==> src/rtl/swcfg_pkg.sv <==
// swcfg_pkg: register map, field layout and reset values for the system
// configuration bank (master weights, software interrupt, software reset).
// assumes a plain address/strobe register port with 32-bit data.
package swcfg_pkg;
   // register byte offsets
   localparam logic [7:0] SWCFG_OFF_WEIGHT = 8'h00;
   localparam logic [7:0] SWCFG_OFF_IRQ = 8'h04;
   localparam logic [7:0] SWCFG_OFF_RESET = 8'h08;
   // weight fields
   localparam int SWCFG_GFX_LSB = 10;
   localparam int SWCFG_DMA_LSB = 0;
   localparam int SWCFG_WFLD_W = 5;
   localparam int SWCFG_WDEC_W = 6;
   localparam logic [5:0] SWCFG_WEIGHT_MAX = 6'h20;
   localparam logic [4:0] SWCFG_WFLD_RST = 5'h00;
   // interrupt bit
   localparam int SWCFG_IRQ_BIT = 0;
   // reset control bits
   localparam int SWCFG_RST_DDRFIC = 26;
   localparam int SWCFG_RST_DDRCTL = 25;
   localparam int SWCFG_RST_FIF1 = 19;
   localparam int SWCFG_RST_FIF0 = 18;
   localparam int SWCFG_RST_FDMA = 17;
   localparam int SWCFG_RST_FABRIC = 16;
   localparam int SWCFG_RST_COMM = 15;
   localparam int SWCFG_RST_SPI = 9;
   localparam int SWCFG_RST_PERIPH_DMA_ENGINE = 5;
   localparam int SWCFG_RST_SRAM1 = 3;
   localparam int SWCFG_RST_SRAM0 = 2;
   localparam int SWCFG_RST_NVM1 = 1;
   localparam int SWCFG_RST_NVM0 = 0;
   // writable bits and default values
   localparam logic [31:0] SWCFG_WEIGHT_MASK = 32'h00007c1f;
   localparam logic [31:0] SWCFG_IRQ_MASK = 32'h00000001;
   localparam logic [31:0] SWCFG_RESET_MASK = 32'h060f822f;
   localparam logic [31:0] SWCFG_RESET_DFLT = 32'h060f0220;
   localparam logic [31:0] SWCFG_ZERO = 32'h00000000;

   // decoded weights handed to the arbiter
   typedef struct packed {
      logic [5:0] gfx;
      logic [5:0] fdma;
   } swcfg_weights_t;

   // per-block reset holds
   typedef struct packed {
      logic ddr_fabric_if_reset;
      logic ddr_controller_reset;
      logic fabric_if1_reset;
      logic fabric_if0_reset;
      logic fast_dma_reset;
      logic fabric_logic_reset;
      logic comm_block_reset;
      logic serial_periph_reset;
      logic periph_dma_reset;
      logic sram1_ctrl_reset;
      logic sram0_ctrl_reset;
      logic nvm1_ctrl_reset;
      logic nvm0_ctrl_reset;
   } swcfg_resets_t;
endpackage

==> src/rtl/swcfg_regs.sv <==
// swcfg_regs: software-written configuration bank driving arbiter weights,
// a fabric software interrupt line and per-block reset holds.
// assumes one 125 MHz clock and a master that never issues both strobes.
//
// Added by the designer: strobed register access and the register addresses.
`timescale 1ns/1ps
`default_nettype none

// What this block does
// RULE_01: graphics master weight field sits at bits 14:10, decoded to the arbiter.
// RULE_02: fast DMA master weight field sits at bits 4:0, decoded to the arbiter.
// RULE_03: field value zero means weight 32; values 1 to 31 mean themselves.
// RULE_04: both weight fields reset to zero, giving weight 32 after reset.
// RULE_05: interrupt register bit 0 drives the fabric software interrupt; resets low.
// RULE_06: bit 26 holds the DDR fabric interface in reset; default one.
// RULE_07: bit 25 holds the DDR memory controller in reset; default one.
// RULE_08: bits 19 and 18 hold fabric interfaces one and zero; default one.
// RULE_09: bit 17 holds the fast DMA engine in reset; default one.
// RULE_10: bit 16 holds the fabric logic in reset; default one.
// RULE_11: bit 15 holds the communication block in reset; default zero.
// RULE_12: bit 9 holds the serial peripheral block in reset; default one.
// RULE_13: bit 5 holds the peripheral DMA engine in reset; default one.
// RULE_14: bits 3 and 2 hold SRAM controllers one and zero; default zero.
// RULE_15: bits 1 and 0 hold NVM controllers one and zero; default zero.
// RULE_16: a block enabled by configuration gets reset default zero instead.
// RULE_17: on small variants software sets these fields only statically.
// RULE_18: reserved bits read zero and ignore writes.
module swcfg_regs
   import swcfg_pkg::*;
(
   input wire logic clk_sys_in,
   input wire logic rst_n_in,
   input wire logic [31:0] periph_enabled_in,
   input wire logic [7:0] reg_addr_in,
   input wire logic [31:0] reg_wdata_in,
   input wire logic reg_write_in,
   input wire logic reg_read_in,
   output logic [31:0] reg_rdata_out,
   output logic reg_err_out,
   output swcfg_weights_t weights_out,
   output logic fabric_irq_interface_out,
   output swcfg_resets_t resets_out
);

   // ----------------------------------------------------------------
   // registers and decode
   // ----------------------------------------------------------------
   logic [31:0] weight_q;
   logic [31:0] irq_q;
   logic [31:0] reset_q;
   logic [31:0] rdata_q;
   logic err_q;
   logic reset_loaded_q;
   logic [31:0] reset_dflt;

   wire sel_weight = (reg_addr_in == SWCFG_OFF_WEIGHT);
   wire sel_irq = (reg_addr_in == SWCFG_OFF_IRQ);
   wire sel_reset = (reg_addr_in == SWCFG_OFF_RESET);
   wire sel_any = sel_weight | sel_irq | sel_reset;

   // enabled blocks default to released
   assign reset_dflt = SWCFG_RESET_DFLT & ~periph_enabled_in; // RULE_16

   // read mux; unmapped address reads zero
   wire [31:0] rmux = sel_weight ? weight_q :
                      sel_irq ? irq_q :
                      sel_reset ? reset_q : SWCFG_ZERO;

   // ----------------------------------------------------------------
   // weight and interrupt registers
   // ----------------------------------------------------------------
   always_ff @(posedge clk_sys_in or negedge rst_n_in) begin
      if (!rst_n_in) begin
         weight_q <= SWCFG_ZERO; // RULE_04
         irq_q <= SWCFG_ZERO; // RULE_05
      end else if (reg_write_in) begin
         if (sel_weight) weight_q <= reg_wdata_in & SWCFG_WEIGHT_MASK; // RULE_18
         if (sel_irq) irq_q <= reg_wdata_in & SWCFG_IRQ_MASK; // RULE_18
      end
   end

   // ----------------------------------------------------------------
   // reset control: fixed default word loaded under reset, configured default caught
   // on the first clock after release, then software owns it
   // ----------------------------------------------------------------
   always_ff @(posedge clk_sys_in or negedge rst_n_in) begin
      if (!rst_n_in) begin
         reset_q <= SWCFG_RESET_DFLT;
         reset_loaded_q <= 1'b0;
      end else if (!reset_loaded_q) begin
         reset_q <= reset_dflt; // RULE_16
         reset_loaded_q <= 1'b1;
      end else if (reg_write_in && sel_reset) begin
         reset_q <= reg_wdata_in & SWCFG_RESET_MASK; // RULE_18
      end
   end

   // read data one cycle after the strobe
   always_ff @(posedge clk_sys_in or negedge rst_n_in) begin
      if (!rst_n_in) begin
         rdata_q <= SWCFG_ZERO;
         err_q <= 1'b0;
      end else begin
         rdata_q <= reg_read_in ? rmux : SWCFG_ZERO;
         err_q <= (reg_read_in | reg_write_in) & ~sel_any;
      end
   end

   assign reg_rdata_out = rdata_q;
   assign reg_err_out = err_q;

   // ----------------------------------------------------------------
   // outputs
   // ----------------------------------------------------------------
   function automatic logic [5:0] wdec(input logic [4:0] f);
      wdec = (f == SWCFG_WFLD_RST) ? SWCFG_WEIGHT_MAX : {1'b0, f}; // RULE_03
   endfunction

   wire [4:0] gfx_fld = weight_q[SWCFG_GFX_LSB +: SWCFG_WFLD_W]; // RULE_01
   wire [4:0] dma_fld = weight_q[SWCFG_DMA_LSB +: SWCFG_WFLD_W]; // RULE_02
   assign weights_out.gfx = wdec(gfx_fld); // RULE_01
   assign weights_out.fdma = wdec(dma_fld); // RULE_02
   assign fabric_irq_interface_out = irq_q[SWCFG_IRQ_BIT]; // RULE_05

   // reset holds; fields are used as loaded (static use on small parts)
   assign resets_out.ddr_fabric_if_reset = reset_q[SWCFG_RST_DDRFIC]; // RULE_06
   assign resets_out.ddr_controller_reset = reset_q[SWCFG_RST_DDRCTL]; // RULE_07
   assign resets_out.fabric_if1_reset = reset_q[SWCFG_RST_FIF1]; // RULE_08
   assign resets_out.fabric_if0_reset = reset_q[SWCFG_RST_FIF0]; // RULE_08
   assign resets_out.fast_dma_reset = reset_q[SWCFG_RST_FDMA]; // RULE_09
   assign resets_out.fabric_logic_reset = reset_q[SWCFG_RST_FABRIC]; // RULE_10
   assign resets_out.comm_block_reset = reset_q[SWCFG_RST_COMM]; // RULE_11
   assign resets_out.serial_periph_reset = reset_q[SWCFG_RST_SPI]; // RULE_12
   assign resets_out.periph_dma_reset = reset_q[SWCFG_RST_PERIPH_DMA_ENGINE]; // RULE_13
   assign resets_out.sram1_ctrl_reset = reset_q[SWCFG_RST_SRAM1]; // RULE_14
   assign resets_out.sram0_ctrl_reset = reset_q[SWCFG_RST_SRAM0]; // RULE_14
   assign resets_out.nvm1_ctrl_reset = reset_q[SWCFG_RST_NVM1]; // RULE_15
   assign resets_out.nvm0_ctrl_reset = reset_q[SWCFG_RST_NVM0]; // RULE_15
endmodule // swcfg_regs

`default_nettype wire

==> config.mk <==
export PLATFORM = sky130hd
export DESIGN_NAME = swcfg_regs
export DESIGN_NICKNAME = d
export VERILOG_FILES = /design/src/rtl/swcfg_pkg.sv /design/src/rtl/swcfg_regs.sv
export SDC_FILE = /design/constraint.sdc
export NUM_CORES = 1
export LEC_CHECK = 0
export ABC_CLOCK_PERIOD_IN_PS = 1450
export BUFFER_PORTS_ARGS = -buffer_cell sky130_fd_sc_hd__buf_2
export CAP_MARGIN = 20
export CORE_MARGIN = 3
export CORE_UTILIZATION = 42
export CTS_CLUSTER_SIZE = 24
export DETAILED_ROUTE_END_ITERATION = 7
export PLACE_DENSITY = 0.8
export SETUP_SLACK_MARGIN = 0.02
export SKIP_LAST_GASP = 1
export SLEW_MARGIN = 20
export SYNTH_ARGS = -nofsm -noshare
export SYNTH_HDL_FRONTEND = slang
export SYNTH_SLANG_ARGS = --single-unit
==> constraint.sdc <==
create_clock -name clk_sys_in -period 1.45 [get_ports clk_sys_in]
set_clock_uncertainty 0.2 [all_clocks]
set_input_delay 0.0725 -clock clk_sys_in [delete_from_list [all_inputs] [get_ports clk_sys_in]]
set_output_delay 0.0725 -clock clk_sys_in [all_outputs]
set_load 0.05 [all_outputs]
==> results.py, run 1 <==
metrics = {
    "outcome": {
        "outcome": "finished with violations",
        "violations": "negative setup slack",
    },
    "routing": {
        "routedWlPerCell_microns": 15.0,
        "drc_errors": 0,
        "final_antenna_net_count": 0,
        "viasPerCell": 4.82,
        "via_count": 1847,
        "drtIter0Drc": 67,
        "drt-pass1-iter-count": 4,
        "drt-total-wl_microns": 5750,
    },
    "global_routing": {
        "track_usage": 0.202,
        "grt_pass1_vias": 1882,
        "grt_pass1_wl_microns": 9380,
        "antenna_found_initial": 0,
        "grt_remaining_overflow": 0,
        "grt_start_max_net_pins": 29,
    },
    "final_layout": {
        "fin_util": 0.692,
        "fill_cells": 319,
        "synthToLayoutAreaGrowth_pct": 52.5,
        "drive_gt1_frac": 0.478,
        "stdcell_area_sq_mm": 0.00314,
        "insertedDiodeCount": 0,
        "nets": 393,
    },
    "sta": {
        "finalMaxSlewViolations": 0,
        "max_freq_mhz": 566,
        "setup_ws_ns": -0.317,
        "fin_tns_setup_ns": -0.632,
        "rsz0062_at_grt": "true",
        "fin_crit_ns": 1.77,
        "hold_viol": 0,
        "setup_violations": 2,
        "min_period_over_period": 1.22,
    },
    "power_and_ir_drop": {
        "p_total_mw": 2.80,
        "ir_drop_v": 0.000383,
        "power_density_mw_per_mm2": 893,
        "leakagePower_nw": 1.62,
    },
    "synthesis": {
        "synthDistinctLibCells": 30,
        "synth_top_cell_by_area": "dfrtp_1",
        "yosysSeqAreaShare": 0.552,
        "synth_top_area_frac": 0.450,
        "synth_edf_count": 0,
        "synthTopCellsByArea": "dfrtp_1, dfstp_2, mux2_2",
        "syn-cell-area_sq_mm": 0.00206,
        "synthTopCellsByCount": "dfrtp_1, and2_1, buf_4",
        "synth_flop_cell": "dfrtp_1",
        "ys_ff_latch": 45,
        "yosysMostFrequentCell": "dfrtp_1",
        "ys_warn_count": 0,
        "ys_async_sr_fraction": 1.00,
        "netlist_instances": 182,
        "synth.avg_cell_area_sq_um": 11.3,
    },
    "floorplanning": {
        "initial_core_util": 0.454,
        "pin_count": 135,
        "die_h_microns": 76.0,
        "core_area_sq_mm": 0.00453,
        "die_w_microns": 76.0,
        "row_count": 24,
        "die-area_sq_mm": 0.00577,
    },
    "critical_path": {
        "cp_max_fo": 2,
        "max_stage_delay_ns": 0.53,
        "critPathKind": "flop to output pin",
        "cp-end-kind": "output pin",
        "slowest_stage": "or4_4",
        "arrival_ns": 1.49,
        "worstSetupStartpointType": "flop",
        "required_ns": 1.18,
        "cp_cell_sequence": "or4_4 -> nor2_4 -> buf_8",
    },
    "cts": {
        "htreeDepth": 2,
        "numCtsBuffers": 5,
        "cts_tree": "built",
        "cts_num_sinks": 45,
        "clk_pin_slew_worst_paths_ns": 0.08,
        "insertion_delay_ns": 0.30,
        "cts_root_buf": "clkbuf_8",
        "clock_path_buffers": 2,
    },
    "placement": {
        "dp_hpwl_microns": 4100,
        "gp_congestion": 0.771,
        "io_buffer_count": 84,
        "dp_slack_ns": -0.240,
        "placed_cell_area_sq_mm": 0.00271,
    },
    "min_path": {
        "hold_class": "primary input to flop",
    },
    "run": {
        "drv_cap": 0,
    },
}
[layout make-up]
| cell class | count | area [sq um] | share of cell area |
|---|---|---|---|
| flip-flops and latches | 45 | 1140 | 0.362 |
| repair buffers | 146 | 993 | 0.317 |
| multi-input cells | 116 | 825 | 0.263 |
| clock buffers | 8 | 90.1 | 0.0287 |
| well taps | 65 | 81.3 | 0.0259 |
| inverters | 3 | 11.3 | 0.00359 |
[flip-flops by register name, indices dropped and copies added, names as in the netlist]
register        count
weight_q           10
reg_err_out         1
reset_loaded_q      1
reset_q            13
reg_rdata_out      19
irq_q               1
[stage by stage]
| stage | cells | hold WS [ns] |
|---|---|---|
| CTS | 382 | 0.0135 |
| global route | 383 | 0.0579 |
| finish | 383 | 0.0116 |
| detailed placement | 344 | -0.164 |
| floorplan | 194 | -0.423 |
| global placement | 344 | -0.162 |
[cells by family (layout without fill, tap and decap cells)]
logic type,count (synthesis),count (layout),share of synthesized area
flops,45,45,0.552
mux,16,16,0.0846
compound gates,21,21,0.0718
other cells,2,14,0.00365
simple gates,65,65,0.200
buf+inv,33,157,0.0882
[worst max-delay path, delay by kind of cell, from the launching register on]
family / cells / cell delay (ns)
and+or+nand+nor: 2 / 0.64
DFF: 1 / 0.40
buffers and inverters: 1 / 0.15
[final timing paths]
path	cells past startpoint	endpoint	slack [ns]	startpoint
worst max register to register	3	weight_q[2]$_DFFE_PN0P_	0.22	weight_q[2]$_DFFE_PN0P_
worst min-delay path	4	reg_err_out$_DFF_PN0_	0.01	reg_addr_in[3]
worst min register to register	2	reset_q[9]$_DFFE_PN1P_	0.31	reset_q[9]$_DFFE_PN1P_
max in group asynchronous	3	reg_rdata_out[14]$_DFF_PN0_	0.51	rst_n_in
min in group asynchronous	2	reg_rdata_out[16]$_DFF_PN0_	0.04	rst_n_in
worst max-delay path	3	weights_out[5]	-0.32	weight_q[2]$_DFFE_PN0P_
[metal layers]
metal,vias up,GRT usage,share of wire
met1,885,0.241,0.40
met5,-,0,0
met3,10,0.0532,0.055
met2,72,0.356,0.53
met4,0,0.0670,0.015
li1,880,-,-
[what timing repair did]
action,in CTS,in global routing
pin swaps,2,0
hold endpoints to repair,73,0
endpoints found under the setup margin,2,12
hold buffers,30,0
cloned,0,0
resized for setup,6,2
buffers inserted,0,1
[placed cells by master, fill, tap and decap left out]
cell type,n
nor3_1,1
nand2b_1,1
and2_1,15
mux2i_1,5
nand2_1,12
nor2_1,4
dfstp_2,8
inv_1,2
or4b_4,1
a32oi_1,1
buf_8,2
dlygate4sd3_1,30
clkbuf_1,2
nand4_1,9
a31oi_1,8
conb_1,14
buf_2,82
o31ai_1,8
clkbuf_8,6
and4b_1,1
nor4b_2,1
nor3_4,2
mux2_2,11
a22oi_1,3
or4_1,1
and3_1,1
buf_12,1
clkinv_1,1
dfrtp_1,37
nand3_4,1
o22ai_1,1
nor2b_1,9
or4_4,2
nor4_2,2
buf_4,31
nor2_4,2
[where the power goes]
| part | switching [mW] | internal, mW |
|---|---|---|
| combinational | 0.424 | 0.252 |
| sequential | 0.0307 | 1.31 |
| clock | 0.397 | 0.389 |
| total | 0.852 | 1.95 |
Power figures use the tool's default switching activity.
==> inputs of run 2 (changes only) <==
ABC_CLOCK_PERIOD_IN_PS = 1950   (was 1450)
CORE_ASPECT_RATIO = 0.75   (was unset)
clock period = 1.95 ns   (was 1.45 ns; I/O delays follow)
==> run 2 against run 1 <==
Net effect:
- the run now ends clean
- sequential share of layout area grew 1.6 points
- register-to-register slack gained 0.40 ns
- wire length shrank 5.5%
- final area shrank 4.3%
- via count shrank 5.9%
- sequential power shrank 25%
- first-iteration DRC count grew 34%
==> results.py, run 2 (same netlist as run 1, synthesis figures left out) <==
metrics = {
    "routing": {
        "final_antenna_net_count": 0,
        "drtIter0Drc": 90,
        "via_count": 1738,
        "drc_errors": 0,
        "drt-pass1-iter-count": 7,
        "routedWlPerCell_microns": 15.1,
        "drt-total-wl_microns": 5430,
        "viasPerCell": 4.83,
    },
    "critical_path": {
        "r2r_slack_ns": 0.62,
        "cp-end-kind": "output pin",
        "critPathKind": "flop to output pin",
        "crit_path_end": "weights_out[11]",
        "arrival_ns": 1.58,
        "required_ns": 1.65,
        "reg2reg_from": "reset_loaded_q$_DFF_PN0_",
        "cp_cell_sequence": "or4_1 -> nor2_1 -> buf_4",
        "slowest_stage": "or4_1",
        "worst-r2r-cell-count": 3,
        "worstSetupStartpointType": "flop",
        "r2r_end": "reset_q[26]$_DFFE_PN1P_",
        "max_stage_delay_ns": 0.53,
        "crit_start": "weight_q[12]$_DFFE_PN0P_",
        "cp_max_fo": 4,
    },
    "final_layout": {
        "nets": 378,
        "final_common_cell": "buf_2",
        "drive_gt1_frac": 0.416,
        "synthToLayoutAreaGrowth_pct": 46.0,
        "largest_reg_flops": 19,
        "insertedDiodeCount": 0,
        "fin_util": 0.653,
        "fill_cells": 364,
        "mostFrequentLayoutCells": "buf_2, dlygate4sd3_1, dfrtp_1, and2_1, conb_1",
    },
    "floorplanning": {
        "row_count": 21,
        "die_h_microns": 66.6,
        "initial_core_util": 0.447,
        "die-area_sq_mm": 0.00578,
        "pin_count": 135,
        "die_w_microns": 86.8,
        "core_area_sq_mm": 0.00460,
    },
    "sta": {
        "fin_tns_setup_ns": 0,
        "max-slew-margin-rel": 0.626,
        "fin_crit_ns": 1.88,
        "worstMarginPinSlew_ns": 0.560,
        "max_freq_mhz": 532,
        "hold_viol": 0,
        "setup_violations": 0,
        "min_period_over_period": 0.964,
        "setup_ws_ns": 0.0705,
        "rsz0062_at_grt": "true",
        "finalMaxSlewViolations": 0,
    },
    "outcome": {
        "outcome": "complete, no violations",
    },
    "cts": {
        "cts_setup_buffers": 0,
        "htreeDepth": 2,
        "insertion_delay_ns": 0.29,
        "numCtsBuffers": 5,
        "clk_pin_slew_worst_paths_ns": 0.08,
        "clock_path_buffers": 2,
        "cts_root_buf": "clkbuf_8",
        "cts_tree": "built",
        "cts_num_sinks": 45,
    },
    "placement": {
        "dp_hpwl_microns": 3450,
        "gp_congestion": 0.769,
        "io_buffer_count": 84,
        "dp_slack_ns": 0.135,
    },
    "power_and_ir_drop": {
        "power_density_mw_per_mm2": 718,
        "p_total_mw": 2.16,
        "leakagePower_nw": 1.51,
        "ir_drop_v": 0.000485,
    },
    "global_routing": {
        "grt_pass1_wl_microns": 8320,
        "antenna_found_initial": 0,
        "grt_start_max_net_pins": 46,
        "grt_remaining_overflow": 0,
        "grt_pass1_vias": 1658,
        "track_usage": 0.188,
    },
    "run": {
        "drv_cap": 0,
    },
    "min_path": {
        "hold_class": "primary input to flop",
    },
}
-- run 2: cell count changes in the layout (fill, tap and decap cells not counted), sizes merged --
cell / previous run / this run
dlygate4sd3: 30 / 38
clkinvlp: 0 / 1
bufinv: 0 / 1
clkbuf: 8 / 6
buf: 116 / 93
-- run 2: worst min-delay path by stage --
stage / start / end / depth (start not counted)
2_1_floorplan: rst_n_in / irq_q[0]$_DFFE_PN0P_ / 0
3_3_place_gp: rst_n_in / reg_rdata_out[10]$_DFF_PN0_ / 2
3_5_place_dp: rst_n_in / reg_rdata_out[25]$_DFF_PN0_ / 2
4_1_cts: reg_addr_in[0] / reg_rdata_out[0]$_DFF_PN0_ / 3
5_1_grt: reg_addr_in[0] / reg_rdata_out[0]$_DFF_PN0_ / 3
6_report: reg_addr_in[0] / reg_rdata_out[0]$_DFF_PN0_ / 3
-- run 2: report_power, final --
group	switching [mW]	internal [mW]	total [mW]
logic	0.292	0.141	0.434
registers	0.0268	0.972	0.999
clock network	0.306	0.416	0.722
-- run 2: per-layer routing --
| metal | global-route usage | routed length [microns] | vias up | part of all wire |
|---|---|---|---|---|
| li1 | - | - | 838 | - |
| met5 | 0 | 0 | - | 0 |
| met1 | 0.244 | 2270 | 826 | 0.42 |
| met2 | 0.322 | 2790 | 70 | 0.51 |
| met3 | 0.0247 | 313 | 4 | 0.058 |
| met4 | 0.0681 | 55 | 0 | 0.010 |
-- run 2: stage by stage --
| stage | std cells | area, sq um | hold slack, ns |
|---|---|---|---|
| floorplan | 194 | 2100 | -0.398 |
| global placement | 314 | 2500 | 0.0118 |
| detailed placement | 314 | 2500 | 0.00788 |
| CTS | 360 | 3000 | 0.0276 |
| global route | 360 | 3000 | 0.0413 |
| finish | 360 | 3000 | 0.0343 |
-- run 2: area by class of cell --
cell class / count / area (sq um) / area share
inverter: 3 / 11.3 / 0.00375
tap: 57 / 71.3 / 0.0237
clock buffer: 6 / 82.6 / 0.0275
clock inverter: 2 / 37.5 / 0.0125
multi-input combinational: 116 / 791 / 0.263
timing repair buffer: 131 / 873 / 0.291
sequential: 45 / 1140 / 0.378
-- run 2: timing repair --
| action | CTS | global route |
|---|---|---|
| hold buffers | 38 | 0 |
| gates resized for setup | 0 | 4 |
| endpoints found under the setup margin | 0 | 2 |
| hold endpoints to repair | 65 | 0 |
-- run 2: critical path, delay by kind of cell (launching register included) --
kind	cells	cell delay [ns]
simple gates	2	0.66
flops	1	0.42
buf+inv	1	0.21
==> inputs of run 3 (changes only) <==
ABC_CLOCK_PERIOD_IN_PS = 1800   (was 1950)
clock period = 1.8 ns   (was 1.95 ns; I/O delays follow)
==> run 3 against run 2 <==
Net effect:
- critical path depth did not move
- setup slack worse by 0.054 ns
- combinational power grew 16%
- global-route usage up 0.51 points
- non-clock buffer count increased by 4
- via count rose by 1.8%
- worst hold slack improved by 0.021 ns
- wire length shrank 0.40%
- final cell count increased by 1.1%
- sequential share of layout area down 0.41 points
- clock-buffer cell count grew 1
- critical path type unchanged
- highest routed layer unchanged
==> results.py, run 3 (same netlist as run 1, synthesis figures left out) <==
metrics = {
    "outcome": {
        "outcome": "complete, no violations",
    },
    "final_layout": {
        "insertedDiodeCount": 0,
        "multi_input_area_sq_um": 813,
        "drive_gt1_frac": 0.436,
        "seq_area_sq_mm": 0.00114,
        "nets": 382,
        "fill_cells": 351,
        "largest_reg_flops": 19,
        "synthToLayoutAreaGrowth_pct": 47.6,
        "final-instance-count-excl-fill": 364,
        "final_common_cell": "buf_2",
        "mostFrequentLayoutCells": "buf_2, dfrtp_1, dlygate4sd3_1, and2_1",
        "stdcell_area_sq_mm": 0.00304,
    },
    "critical_path": {
        "arrival_ns": 1.49,
        "reg2reg_from": "reset_loaded_q$_DFF_PN0_",
        "worstSetupStartpointType": "flop",
        "required_ns": 1.51,
        "r2r_end": "reset_q[16]$_DFFE_PN1P_",
        "critPathKind": "flop to output pin",
        "worst-r2r-cell-count": 3,
        "cp-end-kind": "output pin",
        "cp_max_fo": 2,
        "r2r_slack_ns": 0.48,
        "crit_start": "weight_q[14]$_DFFE_PN0P_",
    },
    "cts": {
        "cts_root_buf": "clkbuf_8",
        "clk_pin_slew_worst_paths_ns": 0.08,
        "numCtsBuffers": 5,
        "insertion_delay_ns": 0.29,
        "cts_num_sinks": 45,
        "clock_path_buffers": 2,
        "cts_tree": "built",
        "htreeDepth": 2,
    },
    "global_routing": {
        "grt_remaining_overflow": 0,
        "track_usage": 0.193,
        "antenna_found_initial": 0,
        "grt_pass1_wl_microns": 8580,
        "grt_pass1_vias": 1732,
        "grt_start_max_net_pins": 20,
    },
    "floorplanning": {
        "die_h_microns": 66.6,
        "row_count": 21,
        "core_area_sq_mm": 0.00460,
        "initial_core_util": 0.447,
        "die_w_microns": 86.8,
        "pin_count": 135,
        "die-area_sq_mm": 0.00578,
    },
    "sta": {
        "setup_violations": 0,
        "max_freq_mhz": 561,
        "rsz0062_at_grt": "true",
        "finalMaxSlewViolations": 0,
        "min_period_over_period": 0.991,
        "hold_viol": 0,
        "fin_crit_ns": 1.78,
    },
    "routing": {
        "drt-pass1-iter-count": 4,
        "drtIter0Drc": 61,
        "final_antenna_net_count": 0,
        "viasPerCell": 4.86,
        "drc_errors": 0,
        "via_count": 1769,
        "routedWlPerCell_microns": 14.9,
        "drt-total-wl_microns": 5410,
    },
    "placement": {
        "io_buffer_count": 84,
        "numPlacedInstances": 317,
        "placed_cell_area_sq_mm": 0.00254,
        "dp_hpwl_microns": 3610,
        "gp_congestion": 0.782,
    },
    "min_path": {
        "min_to": "reg_err_out$_DFF_PN0_",
        "hold_class": "primary input to flop",
        "worstHoldStart": "reg_addr_in[2]",
        "hold_depth": 4,
    },
    "power_and_ir_drop": {
        "ir_drop_v": 0.000456,
        "power_density_mw_per_mm2": 721,
        "leakagePower_nw": 1.54,
    },
    "run": {
        "drv_cap": 0,
    },
}
run 3: metal layers:
metal / share of wire / GRT usage
met3: 0.059 / 0.0457
met5: 0 / 0
met4: 0.0018 / 0.0350
met1: 0.46 / 0.254
met2: 0.48 / 0.329
run 3: worst max-delay path, stage by stage, from the launching register on:
cell     delay (ns)
dfrtp_1        0.40
or4_4          0.55
nor2_4         0.09
buf_6          0.16
run 3: repair_timing:
item                       4_1_cts  5_1_grt
hold endpoints to repair        66        0
setup endpoints to repair        2        2
pin swaps                        1        0
gates resized for setup          7        1
hold buffers                    36        0
buffers inserted                 3        0
run 3: cell type report:
type,count,share of cell area
clock buffers,7,0.0251
multi-input cells,116,0.268
flip-flops and latches,45,0.374
inverters,3,0.00371
repair buffers,135,0.303
well taps,57,0.0235
clock inverters,1,0.00289
run 3: how the worst max path moves through the flow:
| stage | endpoint | slack (ns) | depth (start not counted) |
|---|---|---|---|
| after floorplan | weights_out[5] | 0.18 | 2 |
| after CTS | weights_out[5] | 0.008 | 3 |
| after global placement | reset_q[3]$_DFFE_PN0P_ | 0.02 | 5 |
| final | weights_out[11] | 0.02 | 3 |
| after global routing | weights_out[11] | -0.05 | 3 |
| after detailed placement | reset_q[0]$_DFFE_PN0P_ | -0.04 | 5 |
run 3: per-stage QoR:
stage               setup slack, ns  TNS [ns]  hold WS [ns]  total power [mW]  utilization
CTS                         0.00776         0        0.0459              2.20        0.659
global placement             0.0201         0        -0.229              1.51        0.552
detailed placement          -0.0399   -0.0972        -0.219              1.52        0.552
global route                -0.0455   -0.0856        0.0610              2.29        0.660
finish                       0.0167         0        0.0551              2.19        0.660
floorplan                     0.177         0        -0.406              1.40            -
run 3: power by group:
part           total [mW]  switching, mW  internal (mW)
clock               0.598          0.321          0.277
sequential           1.08         0.0299           1.05
combinational       0.505          0.325          0.180
total                2.19          0.676           1.51
